`src/rtl/srpr_map.vh`:
```
`ifndef SRPR_MAP_VH
`define SRPR_MAP_VH

// Read-parameter register layout
`define SRPR_PIN_SEL_BIT   7
`define SRPR_DUMMY_HI      6
`define SRPR_DUMMY_LO      3
`define SRPR_WRAP_EN_BIT   2
`define SRPR_BURST_HI      1
`define SRPR_BURST_LO      0
`define SRPR_REG_DEFAULT   8'h00
`define SRPR_NV_DEFAULT    8'h00

// Set-parameter commands
`define SRPR_OP_SET_NV     8'h65
`define SRPR_OP_SET_V_A    8'hc0
`define SRPR_OP_SET_V_B    8'h63

// Fast read commands
`define SRPR_OP_FAST       8'h0b
`define SRPR_OP_FAST_DDR   8'h0d
`define SRPR_OP_DUAL_OUT   8'h3b
`define SRPR_OP_DUAL_IO    8'hbb
`define SRPR_OP_DUAL_DDR   8'hbd
`define SRPR_OP_QUAD_OUT   8'h6b
`define SRPR_OP_QUAD_IO    8'heb
`define SRPR_OP_QUAD_DDR   8'hed

// Default dummy counts when the field is zero
`define SRPR_DUMMY_ZERO    4'h0
`define SRPR_DUMMY_DEF8    4'h8
`define SRPR_DUMMY_DEF6    4'h6
`define SRPR_DUMMY_DEF4    4'h4

// Burst wrap length base in bytes, shifted by the burst-size field
`define SRPR_WRAP_BASE     7'h08
`define SRPR_WRAP_NONE     7'h00

// Shared pin function codes
`define SRPR_PIN_PAUSE     2'h0
`define SRPR_PIN_RESET     2'h1
`define SRPR_PIN_DATA      2'h2

// Serial shifter
`define SRPR_BYTE_BITS     4'h8
`define SRPR_STEP_SINGLE   4'h1
`define SRPR_STEP_QUAD     4'h4
`define SRPR_CNT_ZERO      4'h0

// Pending write kinds
`define SRPR_WR_NONE       2'h0
`define SRPR_WR_VOL        2'h1
`define SRPR_WR_NV         2'h2

`endif

```
`src/rtl/srpr_top.v`:
```
`timescale 1ns/1ps
`include "srpr_map.vh"

// Summary of operation
// - Keep non-volatile and volatile copies; load volatile from non-volatile at power-up.
// - Pin-function bit acts only in single-lane mode, quad off, dedicated reset off.
// - Pin-function bit 0 gives pause input, 1 gives reset input when i_reset_pin_disable is high.
// - Parts with dedicated reset pin always give shared pin pause when quad off.
// - Quad enable or quad instruction mode makes shared pin the fourth data line.
// - Dummy field bits 6..3 sets 1 to 15 wait cycles; zero selects defaults.
// - Defaults: 8 fast/dual/quad output, 6 quad-mode fast and quad I/O, 4 dual I/O.
// - Wrap enable 0 wraps at array end; 1 wraps within burst length.
// - Burst field 00/01/10/11 gives 8/16/32/64 byte wrap.
// - Command 65h writes the non-volatile copy.
// - Commands C0h or 63h write only the volatile copy.
// - Configured dummy count applies to every accepted fast read variant, double rate included; quad instruction mode drops 3Bh, BBh, BDh and 6Bh.
module srpr_top (
    input  wire       i_ref_clk,
    input  wire       i_resetn,
    input  wire       i_clk_en,
    input  wire       i_sck,
    input  wire       i_cs_n,
    input  wire [3:0] i_io,
    input  wire       i_quad_enable_bit,
    input  wire       i_quad_instruction_mode,
    input  wire       i_reset_pin_disable,
    input  wire       i_has_dedicated_reset,
    input  wire       i_power_cycle,
    output wire       o_ready,
    output wire [7:0] o_read_param,
    output wire [7:0] o_nv_param,
    output wire       o_read_valid,
    output wire [7:0] o_read_opcode,
    output wire [3:0] o_dummy_cycles,
    output wire       o_double_rate,
    output wire       o_wrap_enable_bit,
    output wire [6:0] o_wrap_len,
    output wire [1:0] o_pin3_func
);

    ////////////////////////////////////////////////////////////////////////////
    // Pin synchronisers

    localparam [5:0] SYNC_RST = 6'h02;

    wire [5:0] sync_in;
    wire [5:0] sync_out;
    wire       s_sck;
    wire       s_cs_n;
    wire [3:0] s_io;

    assign sync_in = {i_io, i_cs_n, i_sck};

    srpr_sync #(
        .WIDTH     (6)
    ) u_sync (
        .i_ref_clk (i_ref_clk),
        .i_resetn  (i_resetn),
        .i_clk_en  (i_clk_en),
        .i_async   (sync_in),
        .i_rst_val (SYNC_RST),
        .o_sync    (sync_out)
    );

    assign s_sck  = sync_out[0];
    assign s_cs_n = sync_out[1];
    assign s_io   = sync_out[5:2];

    ////////////////////////////////////////////////////////////////////////////
    // State

    localparam [2:0] ST_LOAD = 3'h0;
    localparam [2:0] ST_IDLE = 3'h1;
    localparam [2:0] ST_OPC  = 3'h2;
    localparam [2:0] ST_DATA = 3'h3;
    localparam [2:0] ST_SKIP = 3'h4;

    reg  [2:0] state_q;
    reg  [2:0] state_d;
    reg        sck_prev_q;
    reg        cs_prev_q;
    reg  [7:0] shift_q;
    reg  [7:0] shift_d;
    reg  [3:0] cnt_q;
    reg  [3:0] cnt_d;
    reg  [1:0] wr_kind_q;
    reg  [1:0] wr_kind_d;
    reg  [7:0] wr_data_q;
    reg  [7:0] wr_data_d;
    reg        wr_full_q;
    reg        wr_full_d;
    reg  [7:0] nv_q;
    reg  [7:0] nv_d;
    reg  [7:0] vol_q;
    reg  [7:0] vol_d;
    reg        ready_q;
    reg        ready_d;
    reg        rd_valid_q;
    reg        rd_valid_d;
    reg  [7:0] rd_op_q;
    reg  [7:0] rd_op_d;
    reg  [3:0] dummy_q;
    reg  [3:0] dummy_d;
    reg        ddr_q;
    reg        ddr_d;
    reg        wrap_en_q;
    reg  [6:0] wrap_len_q;
    reg  [1:0] pin_func_q;
    reg  [1:0] pin_func_d;

    wire       quad_cmd;
    wire       sck_rise;
    wire       cs_rise;
    wire [3:0] step;
    wire [3:0] cnt_next;
    wire [7:0] shift_next;
    wire       byte_done;
    wire [3:0] dummy_field;
    wire [1:0] burst_field;

    // In quad instruction mode every phase moves four bits per clock
    assign quad_cmd    = i_quad_instruction_mode;
    assign sck_rise    = s_sck & ~sck_prev_q & ~s_cs_n;
    assign cs_rise     = s_cs_n & ~cs_prev_q;
    assign step        = quad_cmd ? `SRPR_STEP_QUAD : `SRPR_STEP_SINGLE;
    assign cnt_next    = cnt_q + step;
    assign shift_next  = quad_cmd ? {shift_q[3:0], s_io} : {shift_q[6:0], s_io[0]};
    assign byte_done   = sck_rise && (cnt_next == `SRPR_BYTE_BITS);
    assign dummy_field = vol_q[`SRPR_DUMMY_HI:`SRPR_DUMMY_LO];
    assign burst_field = vol_q[`SRPR_BURST_HI:`SRPR_BURST_LO];

    ////////////////////////////////////////////////////////////////////////////
    // Read command decode and dummy count selection

    reg        is_read;
    reg        is_ddr;
    reg  [3:0] def_dummy;

    always @* begin
        is_read   = 1'b1;
        is_ddr    = 1'b0;
        def_dummy = `SRPR_DUMMY_DEF8;
        case (shift_next)
            `SRPR_OP_FAST: begin
                def_dummy = quad_cmd ? `SRPR_DUMMY_DEF6 : `SRPR_DUMMY_DEF8;
            end
            `SRPR_OP_FAST_DDR: begin
                is_ddr    = 1'b1;
                def_dummy = quad_cmd ? `SRPR_DUMMY_DEF6 : `SRPR_DUMMY_DEF8;
            end
            `SRPR_OP_DUAL_OUT: begin
                is_read   = ~quad_cmd;
                def_dummy = `SRPR_DUMMY_DEF8;
            end
            `SRPR_OP_DUAL_IO: begin
                is_read   = ~quad_cmd;
                def_dummy = `SRPR_DUMMY_DEF4;
            end
            `SRPR_OP_DUAL_DDR: begin
                // Host never sends this in quad instruction mode; dropped if it does
                is_read   = ~quad_cmd;
                is_ddr    = 1'b1;
                def_dummy = `SRPR_DUMMY_DEF4;
            end
            `SRPR_OP_QUAD_OUT: begin
                is_read   = ~quad_cmd;
                def_dummy = `SRPR_DUMMY_DEF8;
            end
            `SRPR_OP_QUAD_IO: begin
                def_dummy = `SRPR_DUMMY_DEF6;
            end
            `SRPR_OP_QUAD_DDR: begin
                is_ddr    = 1'b1;
                def_dummy = `SRPR_DUMMY_DEF6;
            end
            default: begin
                is_read   = 1'b0;
            end
        endcase
    end

    ////////////////////////////////////////////////////////////////////////////
    // Frame sequencer and register copies

    always @* begin
        state_d    = state_q;
        shift_d    = shift_q;
        cnt_d      = cnt_q;
        wr_kind_d  = wr_kind_q;
        wr_data_d  = wr_data_q;
        wr_full_d  = wr_full_q;
        nv_d       = nv_q;
        vol_d      = vol_q;
        ready_d    = ready_q;
        rd_valid_d = 1'b0;
        rd_op_d    = rd_op_q;
        dummy_d    = dummy_q;
        ddr_d      = ddr_q;
        if (sck_rise) begin
            shift_d = shift_next;
            cnt_d   = byte_done ? `SRPR_CNT_ZERO : cnt_next;
        end
        // Commit only on a complete frame, so a short frame leaves both copies intact
        if (cs_rise && wr_full_q) begin
            if (wr_kind_q == `SRPR_WR_NV) begin
                nv_d = wr_data_q;
            end else if (wr_kind_q == `SRPR_WR_VOL) begin
                vol_d = wr_data_q;
            end
        end
        case (state_q)
            ST_LOAD: begin
                vol_d   = nv_q;
                ready_d = 1'b1;
                state_d = ST_IDLE;
            end
            ST_IDLE: begin
                cnt_d     = `SRPR_CNT_ZERO;
                wr_kind_d = `SRPR_WR_NONE;
                wr_full_d = 1'b0;
                if (!s_cs_n) begin
                    state_d = ST_OPC;
                    if (sck_rise) begin
                        cnt_d = step;
                    end
                end
            end
            ST_OPC: begin
                if (byte_done) begin
                    if (shift_next == `SRPR_OP_SET_NV) begin
                        wr_kind_d = `SRPR_WR_NV;
                        state_d   = ST_DATA;
                    end else if (shift_next == `SRPR_OP_SET_V_A || shift_next == `SRPR_OP_SET_V_B) begin
                        wr_kind_d = `SRPR_WR_VOL;
                        state_d   = ST_DATA;
                    end else begin
                        state_d = ST_SKIP;
                        if (is_read) begin
                            // Field value wins unless zero
                            rd_valid_d = 1'b1;
                            rd_op_d    = shift_next;
                            ddr_d      = is_ddr;
                            dummy_d    = (dummy_field == `SRPR_DUMMY_ZERO) ? def_dummy : dummy_field;
                        end
                    end
                end
            end
            ST_DATA: begin
                if (byte_done) begin
                    wr_data_d = shift_next;
                    wr_full_d = 1'b1;
                    state_d   = ST_SKIP;
                end
            end
            ST_SKIP: begin
                state_d = ST_SKIP;
            end
            default: begin
                state_d = ST_IDLE;
            end
        endcase
        if (s_cs_n && state_q != ST_LOAD) begin
            state_d = ST_IDLE;
        end
        // A power cycle restarts opcode capture in any open frame and reloads the working copy
        if (i_power_cycle) begin
            state_d = ST_LOAD;
            ready_d = 1'b0;
        end
    end

    ////////////////////////////////////////////////////////////////////////////
    // Shared pin function

    always @* begin
        if (i_quad_enable_bit || i_quad_instruction_mode) begin
            pin_func_d = `SRPR_PIN_DATA;
        end else if (i_has_dedicated_reset) begin
            pin_func_d = `SRPR_PIN_PAUSE;
        end else if (i_reset_pin_disable && vol_q[`SRPR_PIN_SEL_BIT]) begin
            pin_func_d = `SRPR_PIN_RESET;
        end else begin
            pin_func_d = `SRPR_PIN_PAUSE;
        end
    end

    ////////////////////////////////////////////////////////////////////////////
    // Flip-flops

    always @(posedge i_ref_clk or negedge i_resetn) begin
        if (!i_resetn) begin
            state_q    <= ST_LOAD;
            sck_prev_q <= 1'b0;
            cs_prev_q  <= 1'b1;
            shift_q    <= `SRPR_REG_DEFAULT;
            cnt_q      <= `SRPR_CNT_ZERO;
            wr_kind_q  <= `SRPR_WR_NONE;
            wr_data_q  <= `SRPR_REG_DEFAULT;
            wr_full_q  <= 1'b0;
            nv_q       <= `SRPR_NV_DEFAULT;
            vol_q      <= `SRPR_REG_DEFAULT;
            ready_q    <= 1'b0;
            rd_valid_q <= 1'b0;
            rd_op_q    <= `SRPR_REG_DEFAULT;
            dummy_q    <= `SRPR_DUMMY_ZERO;
            ddr_q      <= 1'b0;
            wrap_en_q  <= 1'b0;
            wrap_len_q <= `SRPR_WRAP_NONE;
            pin_func_q <= `SRPR_PIN_PAUSE;
        end else if (i_clk_en) begin
            state_q    <= state_d;
            sck_prev_q <= s_sck;
            cs_prev_q  <= s_cs_n;
            shift_q    <= shift_d;
            cnt_q      <= cnt_d;
            wr_kind_q  <= wr_kind_d;
            wr_data_q  <= wr_data_d;
            wr_full_q  <= wr_full_d;
            nv_q       <= nv_d;
            vol_q      <= vol_d;
            ready_q    <= ready_d;
            rd_valid_q <= rd_valid_d;
            rd_op_q    <= rd_op_d;
            dummy_q    <= dummy_d;
            ddr_q      <= ddr_d;
            // Zero length means wrap at the array end
            wrap_en_q  <= vol_q[`SRPR_WRAP_EN_BIT];
            wrap_len_q <= vol_q[`SRPR_WRAP_EN_BIT] ? (`SRPR_WRAP_BASE << burst_field) : `SRPR_WRAP_NONE;
            pin_func_q <= pin_func_d;
        end
    end

    ////////////////////////////////////////////////////////////////////////////
    // Outputs

    assign o_ready           = ready_q;
    assign o_read_param      = vol_q;
    assign o_nv_param        = nv_q;
    assign o_read_valid      = rd_valid_q;
    assign o_read_opcode     = rd_op_q;
    assign o_dummy_cycles    = dummy_q;
    assign o_double_rate     = ddr_q;
    assign o_wrap_enable_bit = wrap_en_q;
    assign o_wrap_len        = wrap_len_q;
    assign o_pin3_func       = pin_func_q;

endmodule // srpr_top

```
`src/rtl/srpr_sync.v`:
```
`timescale 1ns/1ps

// Two-stage synchroniser, one chain per bit
module srpr_sync #(
    parameter WIDTH = 6
) (
    input  wire             i_ref_clk,
    input  wire             i_resetn,
    input  wire             i_clk_en,
    input  wire [WIDTH-1:0] i_async,
    input  wire [WIDTH-1:0] i_rst_val,
    output wire [WIDTH-1:0] o_sync
);

    genvar g;
    generate
        for (g = 0; g < WIDTH; g = g + 1) begin : g_bit
            reg meta_q;
            reg sync_q;
            // Reset value is a tie-off constant at the instance
            always @(posedge i_ref_clk or negedge i_resetn) begin
                if (!i_resetn) begin
                    meta_q <= 1'b0;
                    sync_q <= 1'b0;
                end else if (i_clk_en) begin
                    meta_q <= i_async[g] ^ i_rst_val[g];
                    sync_q <= meta_q;
                end
            end
            assign o_sync[g] = sync_q ^ i_rst_val[g];
        end
    endgenerate

endmodule // srpr_sync

```
`config.mk`:
```
export PLATFORM = sky130hd
export DESIGN_NAME = srpr_top
export DESIGN_NICKNAME = d
export VERILOG_FILES = /design/src/rtl/srpr_top.v /design/src/rtl/srpr_sync.v
export VERILOG_INCLUDE_DIRS = /design/src /design/src/rtl
export SDC_FILE = /design/constraint.sdc
export NUM_CORES = 1
export LEC_CHECK = 0
export BUFFER_PORTS_ARGS = -buffer_cell sky130_fd_sc_hd__buf_2
export CORE_MARGIN = 2
export CORE_UTILIZATION = 50
export DETAILED_ROUTE_END_ITERATION = 12
export HOLD_SLACK_MARGIN = 0.12
export PLACE_DENSITY = 0.71
export SLEW_MARGIN = 40
export SYNTH_ARGS = -nofsm -noshare
export SYNTH_HDL_FRONTEND = slang
export SYNTH_SLANG_ARGS = --single-unit
```
`constraint.sdc`:
```
create_clock -name i_ref_clk -period 3.6 [get_ports i_ref_clk]
set_input_delay 0.72 -clock i_ref_clk [delete_from_list [all_inputs] [get_ports i_ref_clk]]
set_output_delay 0.72 -clock i_ref_clk [all_outputs]
set_load 0.01 [all_outputs]
```
==> results of run 1 <==
-- logic make-up after synthesis --
family                   Yosys count  synth area share
XOR/XNOR                           4          0.009584
other                              1          0.001026
buffers and inverters             37           0.05475
AND/OR/NAND/NOR                   91            0.1280
adder cells (fa/ha/maj)            3           0.01027
AO/OA/AOI/OAI                     65            0.1119
multiplexers                      52            0.1571
flip-flops                        77            0.5274
-- cells in the final DEF, fill, tap and decap left out, types with 3 or more instances in the layout --
master,Yosys,final
nor3_1,8,8
nand2_1,30,30
a21oi_1,15,15
inv_1,18,18
mux2_2,29,29
buf_4,4,5
mux2i_1,21,21
clkbuf_8,2,9
ha_1,3,3
a31oi_1,3,3
dfrtp_1,76,76
conb_1,1,3
nand2b_1,6,6
nor2_1,22,22
o31ai_1,3,3
o21ai_0,23,23
buf_2,2,50
o22ai_1,6,6
-- cell usage after synthesis (2+ instances only) --
library cell,instances
o31ai_1,3
mux2i_1,21
nor3_1,8
dfrtp_1,76
a21oi_1,15
o211ai_1,2
buf_6,3
a31oi_1,3
inv_1,18
xor2_1,2
nor4_1,2
nand2b_1,6
buf_4,4
a211o_1,2
ha_1,3
xnor2_1,2
nor2_1,22
mux2_2,29
o21ai_0,23
or3_1,2
nor3b_1,2
a32oi_1,2
buf_2,2
clkbuf_8,2
nand3_1,2
o22ai_1,6
nand2_1,30
clkbuf_1,6
nand4b_1,2
-- critical path: stages --
cell and delay, ns:
buf_2 0.28, inv_1 0.13, ha_1 0.24, ha_1 0.29, or3_1 0.41, nor3_2 0.40
nand4_1 0.16, buf_4 0.22, mux2_2 0.29
-- area by class of cell --
type                    instances  area [sq um]  area share
multi-input cells             218          1535      0.3670
clock inverters                 7         105.1     0.02513
flip-flops and latches         77          1928      0.4610
inverters                      18         67.56     0.01615
well taps                      99         123.9     0.02961
clock buffers                   9         123.9     0.02961
repair buffers                 56         299.0     0.07149
-- stage by stage --
step                      instance area, sq um  std cells  setup slack, ns    util  total power [uW]
after floorplan                           3664        332           0.5322       -              1379
after global placement                    3950        468           0.4425  0.5505              1476
after detailed placement                  3954        468           0.3577  0.5510              1489
after CTS                                 4183        484           0.7226  0.5829              2236
after global routing                      4183        484           0.5759  0.5829              2335
final                                     4183        484           0.6902  0.5829              2226
-- worst paths after layout --
| check | startpoint | to | cells after the start |
|---|---|---|---|
| worst max-delay path | i_quad_instruction_mode | o_read_opcode[1] | 9 |
| worst min-delay path | i_resetn | shift_q[1] | 1 |
| worst max register to register | cnt_q[0] | o_read_opcode[1] | 7 |
| worst min register to register | o_read_opcode[3] | o_read_opcode[3] | 1 |
| max in group asynchronous | i_resetn | o_wrap_len[6] | 1 |
| min in group i_ref_clk | o_read_opcode[3] | o_read_opcode[3] | 1 |
-- sequential cells by signal, indices dropped and copies added (netlist names), 2 cells and up --
register,flops
o_nv_param,8
o_read_opcode,8
o_read_param,8
wr_data_q,8
shift_q,7
u_sync.g_bit.meta_q,6
u_sync.g_bit.sync_q,6
cnt_q,4
o_dummy_cycles,4
o_wrap_len,4
state_q,3
o_pin3_func,2
wr_kind_q,2
-- layer usage --
metal  GRT usage  share of wire  vias to the layer above
met4     0.08141          0.017                        0
met1      0.2908           0.48                     1271
met3     0.04801          0.050                       13
met2      0.2963           0.45                       85
li1            -              -                     1264
met5           0              0                        -
-- power by group through the flow --
stage	combinational [uW]	sequential, uW	clock (uW)
after floorplan	365	1010	0
after global placement	409	1070	0
after detailed placement	419	1070	0
after CTS	420	1050	763
after global routing	464	1070	803
final	419	1060	749
==> flow_metrics.tcl, run 1 <==
set metrics [dict create \
    critical_path.max_fanout 14 \
    cts.reportedPaths.clkPinSlew_ns 0.09 \
    power.share.clock 0.337 \
    cts.sinks 77 \
    io_pins 55 \
    slew_headroom 0.5404 \
    cts_made_buffers 9 \
    hold_violations 0 \
    status "complete, no violations" \
    hpwl_mm 5.316 \
    die_x_microns 89.51 \
    cts_tree "done" \
    synth_edf_count 0 \
    hold_ws_ns 0.3913 \
    finalMaxSlewViolations 0 \
    drtAntennaViolNets 0 \
    gp_congestion 0.9286 \
    worst_pin_slew_ns 0.6893 \
    drive_above_1_share 0.2935 \
    antenna_found_initial 0 \
    setup-violations-final 0 \
    core_area_sq_um 7176 \
    wl_per_cell_microns 15.58 \
    fin_crit_sh 0.8083 \
    p_sw_frac 0.3165 \
    crit_path_start_kind "input port" \
    start_util 0.5095 \
    switching_power_uw 704.6 \
    max_freq_mhz 343.7 \
    cts_resized 0 \
    nets 397 \
    crit_path_end_kind "flip-flop" \
    fin_tns_setup_ns 0 \
    r2r_slack_ns 1.12 \
    cts_buffer_depth 2 \
    p_int_uw 1522 \
    synth-seq-cells 77 \
    grt_pass1_wl_mm 12.15 \
    synth_area_leaders "dfrtp_1, mux2_2, mux2i_1" \
    ys_seq_area_frac 0.5274 \
    combPwrFrac 0.188 \
    cap_violations 0 \
    dieArea_sq_um 8012 \
    yosysWarnings 0 \
    p_per_area_nw_per_um2 532.2 \
    hold_buffers 0 \
    rsz0062_at_grt "false" \
    crit_type "input port to flip-flop" \
    finalWirelength_mm 7.540 \
    clock_latency_ns 0.35 \
    power_frac_seq 0.475 \
    vias_per_cell 5.440 \
    cts-root-buf "clkbuf_8" \
    syn_inst 330 \
    first_iter_violations 161 \
    grt_max_degree 78 \
    grt_overflow 0 \
    track_usage 0.2023 \
    syn_area_sq_um 3656 \
    num_rows 31 \
    fp.dieH_microns 89.51 \
    yosysTopAreaCellShare 0.5202 \
    leakage_uw 0.002098 \
    first_pass_iters 4 \
    n_antenna_cell 0 \
    synth_ff_type "dfrtp_1" \
    syn_area_per_cell_sq_um 11.08 \
    area_growth_pct 14.41 \
    finalClockSkew_ns 0.008972 \
    critPathRequiredTime_ns 3.84 \
    synth.distinct_cells 59 \
    nFillCells 622 \
    grt_pass1_vias 2512 \
    crit_arrival_ns 3.15 \
    io_buffers 51 \
    synth_area_leader_cell "dfrtp_1" \
    vdd.ir_drop.worst_mv 0.3167 \
    fin_crit_ns 2.910 \
    postCtsSetupRepairBufs 0 \
    worstHoldPathType "input port to async pin" \
    synthArstFlopShare 1.000 \
    drc 0 \
    vias 2633 \
    htreeDepth 3 \
]
Power figures use the tool's default switching activity.
==> inputs of run 2 (changes only) <==
--- a/config.mk
+++ b/config.mk
@@ -6,12 +6,13 @@
 export SDC_FILE = /design/constraint.sdc
 export NUM_CORES = 1
 export LEC_CHECK = 0
+export ABC_AREA = 1
 export BUFFER_PORTS_ARGS = -buffer_cell sky130_fd_sc_hd__buf_2
 export CORE_MARGIN = 2
 export CORE_UTILIZATION = 50
 export DETAILED_ROUTE_END_ITERATION = 12
 export HOLD_SLACK_MARGIN = 0.12
-export PLACE_DENSITY = 0.71
+export PLACE_DENSITY = 0.74
 export SLEW_MARGIN = 40
 export SYNTH_ARGS = -nofsm -noshare
 export SYNTH_HDL_FRONTEND = slang
==> constraint.sdc (replaced) <==
create_clock -name i_ref_clk -period 2.45 [get_ports i_ref_clk]
set_input_delay 0.49 -clock i_ref_clk [delete_from_list [all_inputs] [get_ports i_ref_clk]]
set_output_delay 0.49 -clock i_ref_clk [all_outputs]
set_load 0.01 [all_outputs]
==> run 2 against run 1 <==
Compared with the run above:
- first-iteration DRC count grew 31%
- via count up 21%
- cell count increased by 31%
- die area increased by 4.2%
- global-route usage increased by 0.75 points
- critical path depth increased by 3
- wire length increased by 8.4%
- flip-flop and latch count unchanged
==> flow_metrics.tcl, run 2 <==
set metrics [dict create \
    cts_tree "done" \
    synthArstFlopShare 1.000 \
    hold_buffers 1 \
    synth_ff_type "dfrtp_1" \
    placed_cell_area_sq_um 4175 \
    switching_power_uw 1495 \
    vias 3189 \
    synthXorXnorAreaFrac 0.002295 \
    hold_violations 0 \
    io_buffers 51 \
    syn_area_per_cell_sq_um 8.051 \
    leakage_uw 0.002309 \
    synth.distinct_cells 36 \
    crit_arrival_ns 2.35 \
    fin_crit_ns 2.118 \
    vias_per_cell 5.030 \
    grt_overflow 0 \
    clock_latency_ns 0.35 \
    combPwrFrac 0.330 \
    nFillCells 659 \
    track_usage 0.2099 \
    cap_violations 0 \
    vdd.ir_drop.worst_mv 0.4651 \
    antenna_found_initial 0 \
    synth_compound_area_frac 0.1170 \
    slew_headroom 0.6626 \
    yosysTopAreaCellShare 0.4984 \
    fin_tns_setup_ns 0 \
    pre_cts_ws_ns 0.03223 \
    crit_path_end_kind "flip-flop" \
    synth.most_common_cell "nand2_1" \
    num_rows 31 \
    crit_type "flip-flop to flip-flop" \
    n_antenna_cell 0 \
    first_iter_violations 211 \
    dieArea_sq_um 8348 \
    p_total_uw 3801 \
    multi_input_area_sq_um 1599 \
    synthAdderAreaFrac 0.009836 \
    slowest_stage "dfrtp_1" \
    synth_top_family_by_area "simple AND/OR/NAND/NOR gates" \
    synth_area_leaders "dfrtp_1, nand2_1, o21ai_0" \
    synth_edf_count 0 \
    drc 0 \
    hpwl_mm 5.777 \
    design_area_sq_um 4353 \
    nets 547 \
    finalMaxSlewViolations 0 \
    ys_seq_area_frac 0.5052 \
    p_int_uw 2305 \
    wl_per_cell_microns 12.90 \
    gp_congestion 0.9336 \
    cts_buffer_depth 2 \
    r2r_slack_ns 0.33 \
    core_area_sq_um 7331 \
    yosysWarnings 0 \
    p_sw_frac 0.3934 \
    crit_chain "ha_1 > ha_1 > nor2_1 > nand2_1 > nor2_2 > nand3_2 > inv_2 > nand2_1 > nor2_4 > nand2_4 > nand2_1 > o21ai_0" \
    critPathRequiredTime_ns 2.68 \
    setup-violations-final 0 \
    grt_pass1_vias 2961 \
    seq_area_sq_um 1928 \
    synth-seq-cells 77 \
    worst_pin_slew_ns 0.5048 \
    grt_pass1_wl_mm 14.00 \
    cpPeakStageDelay_ns 0.39 \
    area_growth_pct 14.07 \
    most-common-layout-cells "nand2_1, dfrtp_1, buf_2, inv_1, o21ai_0" \
    status "complete, no violations" \
    finalWirelength_mm 8.176 \
    drive_above_1_share 0.2093 \
    synthMuxAreaShare 0.005902 \
    cts-root-buf "clkbuf_8" \
    synth_area_leader_cell "dfrtp_1" \
    cts_made_buffers 9 \
    final_common_cell "nand2_1" \
    synthSimpleGateAreaFrac 0.2810 \
    io_pins 55 \
    htreeDepth 3 \
    max_freq_mhz 472.1 \
    syn_inst 474 \
    syn_area_sq_um 3816 \
    fin_crit_sh 0.8646 \
    postCtsSetupRepairBufs 0 \
    drtAntennaViolNets 0 \
    power.share.clock 0.224 \
    grt_max_degree 41 \
    first_pass_iters 4 \
    cts.sinks 77 \
    crit_path_start_kind "flip-flop" \
    crit_top_cell "nand2_1" \
    worstHoldPathType "input port to flip-flop" \
    rsz0062_at_grt "false" \
    setup_slack_ns 0.3317 \
    p_per_area_nw_per_um2 873.1 \
    critical_path.max_fanout 19 \
    die_x_microns 91.37 \
    finalClockSkew_ns 0.01276 \
    yosys-top-cells-count "nand2_1, dfrtp_1, inv_1" \
    power_frac_seq 0.446 \
    start_util 0.5206 \
    fp.dieH_microns 91.37 \
    cts_resized 0 \
    cts.reportedPaths.clkPinSlew_ns 0.09 \
]
==> run 2: cell types whose count changed after synthesis, moves of 6 or more <==
| cell | change |
|---|---|
| inv_1 | +27 |
| mux2_2 | -27 |
| mux2i_1 | -21 |
| nand2_1 | +137 |
| nand2_2 | +12 |
| nand2b_1 | -6 |
| nand3_1 | +15 |
| nor2_1 | +11 |
| o21ai_0 | +19 |
| o21ai_2 | +8 |
| o22ai_1 | -6 |
==> run 2: final timing paths <==
| kind | startpoint | end | cells after the start |
|---|---|---|---|
| max in group asynchronous | i_resetn | wr_data_q[3] | 3 |
| min in group asynchronous | i_resetn | cnt_q[1] | 2 |
| setup / recovery | cnt_q[0] | o_double_rate | 12 |
| hold reg to reg | o_read_opcode[3] | o_read_opcode[3] | 2 |
| hold / removal | i_cs_n | u_sync.g_bit[1].meta_q | 2 |
| setup reg to reg | cnt_q[0] | o_double_rate | 12 |
==> run 2: worst max-delay path, delay by kind of cell, from the launching register on <==
family / cells / cell delay, ns
buffers and inverters: 1 / 0.07
AOI/OAI and AO/OA: 1 / 0.07
DFF: 1 / 0.39
adders and majority gates: 2 / 0.49
and+or+nand+nor: 8 / 0.95
==> run 2: logic make-up (layout without fill, tap and decap cells) <==
kind of cell               after synthesis  in the layout
and+or+nand+nor                        249            249
adders and majority gates                3              3
xor gates and xnor gates                 1              1
muxes                                    2              2
other                                    1              3
buffers and inverters                   64            123
AOI/OAI and AO/OA                       77             77
DFF                                     77             77
==> run 2: metal layers <==
layer / routed length (microns) / share of wire / global-route usage
met1: 4007 / 0.49 / 0.2949
met2: 3702 / 0.45 / 0.3296
met3: 352 / 0.043 / 0.04232
met5: 0 / 0 / 0
met4: 114 / 0.014 / 0.06313
==> run 2: power by group through the flow <==
stage | combinational, uW | clock, uW | sequential (uW)
2_1_floorplan | 823 | 0 | 1740
3_3_place_gp | 1210 | 0 | 1710
3_5_place_dp | 1230 | 0 | 1720
4_1_cts | 1250 | 875 | 1690
5_1_grt | 1430 | 915 | 1730
6_report | 1250 | 852 | 1700
==> run 2: per-stage QoR <==
| step | std cells | hold WS [ns] | utilization |
|---|---|---|---|
| after floorplan | 476 | 0.1944 | - |
| after global placement | 617 | 0.4439 | 0.5696 |
| after detailed placement | 617 | 0.4533 | 0.5696 |
| after CTS | 634 | 0.3167 | 0.5938 |
| after global routing | 634 | 0.3325 | 0.5938 |
| final | 634 | 0.3278 | 0.5938 |
==> run 2: final cells by class <==
type / count / area share
tap: 99 / 0.02846
clock buffer: 11 / 0.03018
sequential: 77 / 0.4429
inverter: 47 / 0.04168
multi-input combinational: 335 / 0.3673
timing repair buffer: 60 / 0.08106
clock inverter: 5 / 0.008336
==> inputs of run 3 (changes only) <==
--- a/config.mk
+++ b/config.mk
@@ -8,7 +8,7 @@
 export LEC_CHECK = 0
 export ABC_AREA = 1
 export BUFFER_PORTS_ARGS = -buffer_cell sky130_fd_sc_hd__buf_2
-export CORE_MARGIN = 2
+export CORE_MARGIN = 4
 export CORE_UTILIZATION = 50
 export DETAILED_ROUTE_END_ITERATION = 12
 export HOLD_SLACK_MARGIN = 0.12
==> run 3 against run 2 <==
Compared with the run above:
- setup slack improved by 0.028 ns
- first-iteration DRC count fell by 34%
- global-route usage decreased by 1.3 points
- cell area rose by 1.3%
- largest power group unchanged
- utilization up 0.75 points
==> flow_metrics.tcl, run 3 (synthesis results as in run 2) <==
set metrics [dict create \
    status "complete, no violations" \
    first_pass_iters 4 \
    p_int_uw 2511 \
    num_rows 31 \
    worstHoldPathType "input port to flip-flop" \
    area_growth_pct 15.51 \
    critical_path.max_fanout 19 \
    fp.dieH_microns 95.37 \
    cts.reportedPaths.clkPinSlew_ns 0.08 \
    hold_violations 0 \
    vdd.ir_drop.worst_mv 0.6035 \
    cts_tree "done" \
    crit_path_start_kind "flip-flop" \
    nets 548 \
    crit_path_end_kind "flip-flop" \
    io_buffers 51 \
    cts.sinks 77 \
    finalClockSkew_ns 0.01460 \
    pre_cts_ws_ns 0.05626 \
    io_pins 55 \
    rsz0062_at_grt "false" \
    cap_violations 0 \
    dp_cells 618 \
    cp_top_family "simple AND/OR/NAND/NOR gates" \
    combPwrFrac 0.311 \
    grt.met3_usage 0.04657 \
    cpPeakStageDelay_ns 0.39 \
    cts_resized 0 \
    worstHoldStart "i_has_dedicated_reset" \
    cts_buffer_depth 2 \
    worstReg2RegStart "cnt_q[0]" \
    design_area_sq_um 4408 \
    setup-violations-final 0 \
    wl_per_cell_microns 12.83 \
    fin_crit_sh 0.8533 \
    drive_above_1_share 0.2127 \
    final_common_cell "nand2_1" \
    finalWirelength_mm 8.149 \
    start_util 0.5206 \
    cts-root-buf "clkbuf_8" \
    crit_arrival_ns 2.31 \
    core_area_sq_um 7331 \
    htreeDepth 3 \
    max_freq_mhz 478.4 \
    drc 0 \
    worst_pin_slew_ns 0.5027 \
    die_x_microns 95.37 \
    clock_latency_ns 0.35 \
    rr_worst_depth 12 \
    setup_slack_ns 0.3595 \
    cts_made_buffers 9 \
    crit_type "flip-flop to flip-flop" \
    critPathRequiredTime_ns 2.67 \
    vias 3148 \
    p_per_area_nw_per_um2 902.0 \
    antenna_found_initial 0 \
    hold_path_end "o_pin3_func[0]" \
    drtAntennaViolNets 0 \
    track_usage 0.1971 \
    met2_usage 0.3032 \
    power.share.clock 0.262 \
    fin_crit_ns 2.090 \
    final_cells 635 \
    placed_cell_area_sq_um 4183 \
    vias_per_cell 4.957 \
    slowest_stage "dfrtp_1" \
    gr-usage-met1 0.2712 \
    n_antenna_cell 0 \
    dieArea_sq_um 9094 \
    grt_pass1_vias 2912 \
    r2r_slack_ns 0.36 \
    finalMaxSlewViolations 0 \
    grt_overflow 0 \
    slew_headroom 0.6641 \
    most-common-layout-cells "nand2_1, dfrtp_1, buf_2, inv_1, o21ai_0" \
    crit_chain "ha_1 > ha_1 > nor2_1 > nand2_1 > nor2_2 > nand3_2 > inv_2 > nand2_1 > nor2_4 > nand2_4 > nand2_1 > o21ai_0" \
    p_sw_frac 0.3684 \
    postCtsSetupRepairBufs 0 \
    first_iter_violations 139 \
    busiest_layer "met2" \
    grt_max_degree 43 \
    crit_buf_inv 1 \
    r2r_end "o_double_rate" \
    fin_tns_setup_ns 0 \
    hpwl_mm 6.028 \
    min_path_cells 2 \
    crit_top_cell "nand2_1" \
    gp_congestion 0.9161 \
    p_total_uw 3976 \
    leakage_uw 0.002348 \
    power_frac_seq 0.427 \
    switching_power_uw 1465 \
    grt_pass1_wl_mm 13.70 \
]
## run 3: cell types whose count changed in the layout (fill, tap and decap cells not counted), sizes merged
| cell | before | now |
|---|---|---|
| clkbuf | 11 | 10 |
| buf | 59 | 60 |
| clkinv | 1 | 3 |
| clkinvlp | 3 | 0 |
| bufinv | 0 | 2 |
## run 3: layout make-up
cell class | instances | area, sq um
clock buffers | 10 | 127.6
repair buffers | 61 | 360.3
inverters | 47 | 181.4
flip-flops and latches | 77 | 1928
clock inverters | 6 | 87.58
well taps | 99 | 123.9
multi-input cells | 335 | 1599
fillers | 658 | 2923
## run 3: worst max-delay path by stage
stage / from / to / slack [ns] / depth (start not counted)
after global routing: cnt_q[0] / o_read_opcode[4] / 0.25 / 12
after detailed placement: i_quad_instruction_mode / o_double_rate / 0.06 / 14
after global placement: i_quad_instruction_mode / o_read_opcode[6] / 0.09 / 14
after CTS: cnt_q[0] / o_double_rate / 0.36 / 12
final: cnt_q[0] / o_double_rate / 0.36 / 12
after floorplan: i_quad_instruction_mode / o_read_opcode[4] / 0.12 / 15
## run 3: through the flow
stage,util,hold slack [ns]
after global placement,0.5706,0.4462
after floorplan,-,0.1944
after detailed placement,0.5706,0.4496
after global routing,0.6013,0.3129
final,0.6013,0.3107
after CTS,0.6013,0.2990
## run 3: layer usage
layer | vias up | share of wire
met3 | 10 | 0.048
met1 | 1460 | 0.48
met2 | 71 | 0.46
met4 | 0 | 0.017
li1 | 1607 | -
met5 | - | 0
## run 3: timing repair
item | 4_1_cts | 5_1_grt
setup endpoints to repair | 0 | 0
endpoints found under the hold margin | 34 | 0
hold buffers | 1 | 0
## run 3: power by group through the flow
| stage | Clock (uW) | Sequential (uW) | Combinational (uW) |
|---|---|---|---|
| 2_1_floorplan | 0 | 1740 | 823 |
| 3_3_place_gp | 0 | 1710 | 1210 |
| 3_5_place_dp | 0 | 1720 | 1230 |
| 4_1_cts | 1070 | 1700 | 1240 |
| 5_1_grt | 1140 | 1730 | 1420 |
| 6_report | 1040 | 1700 | 1240 |
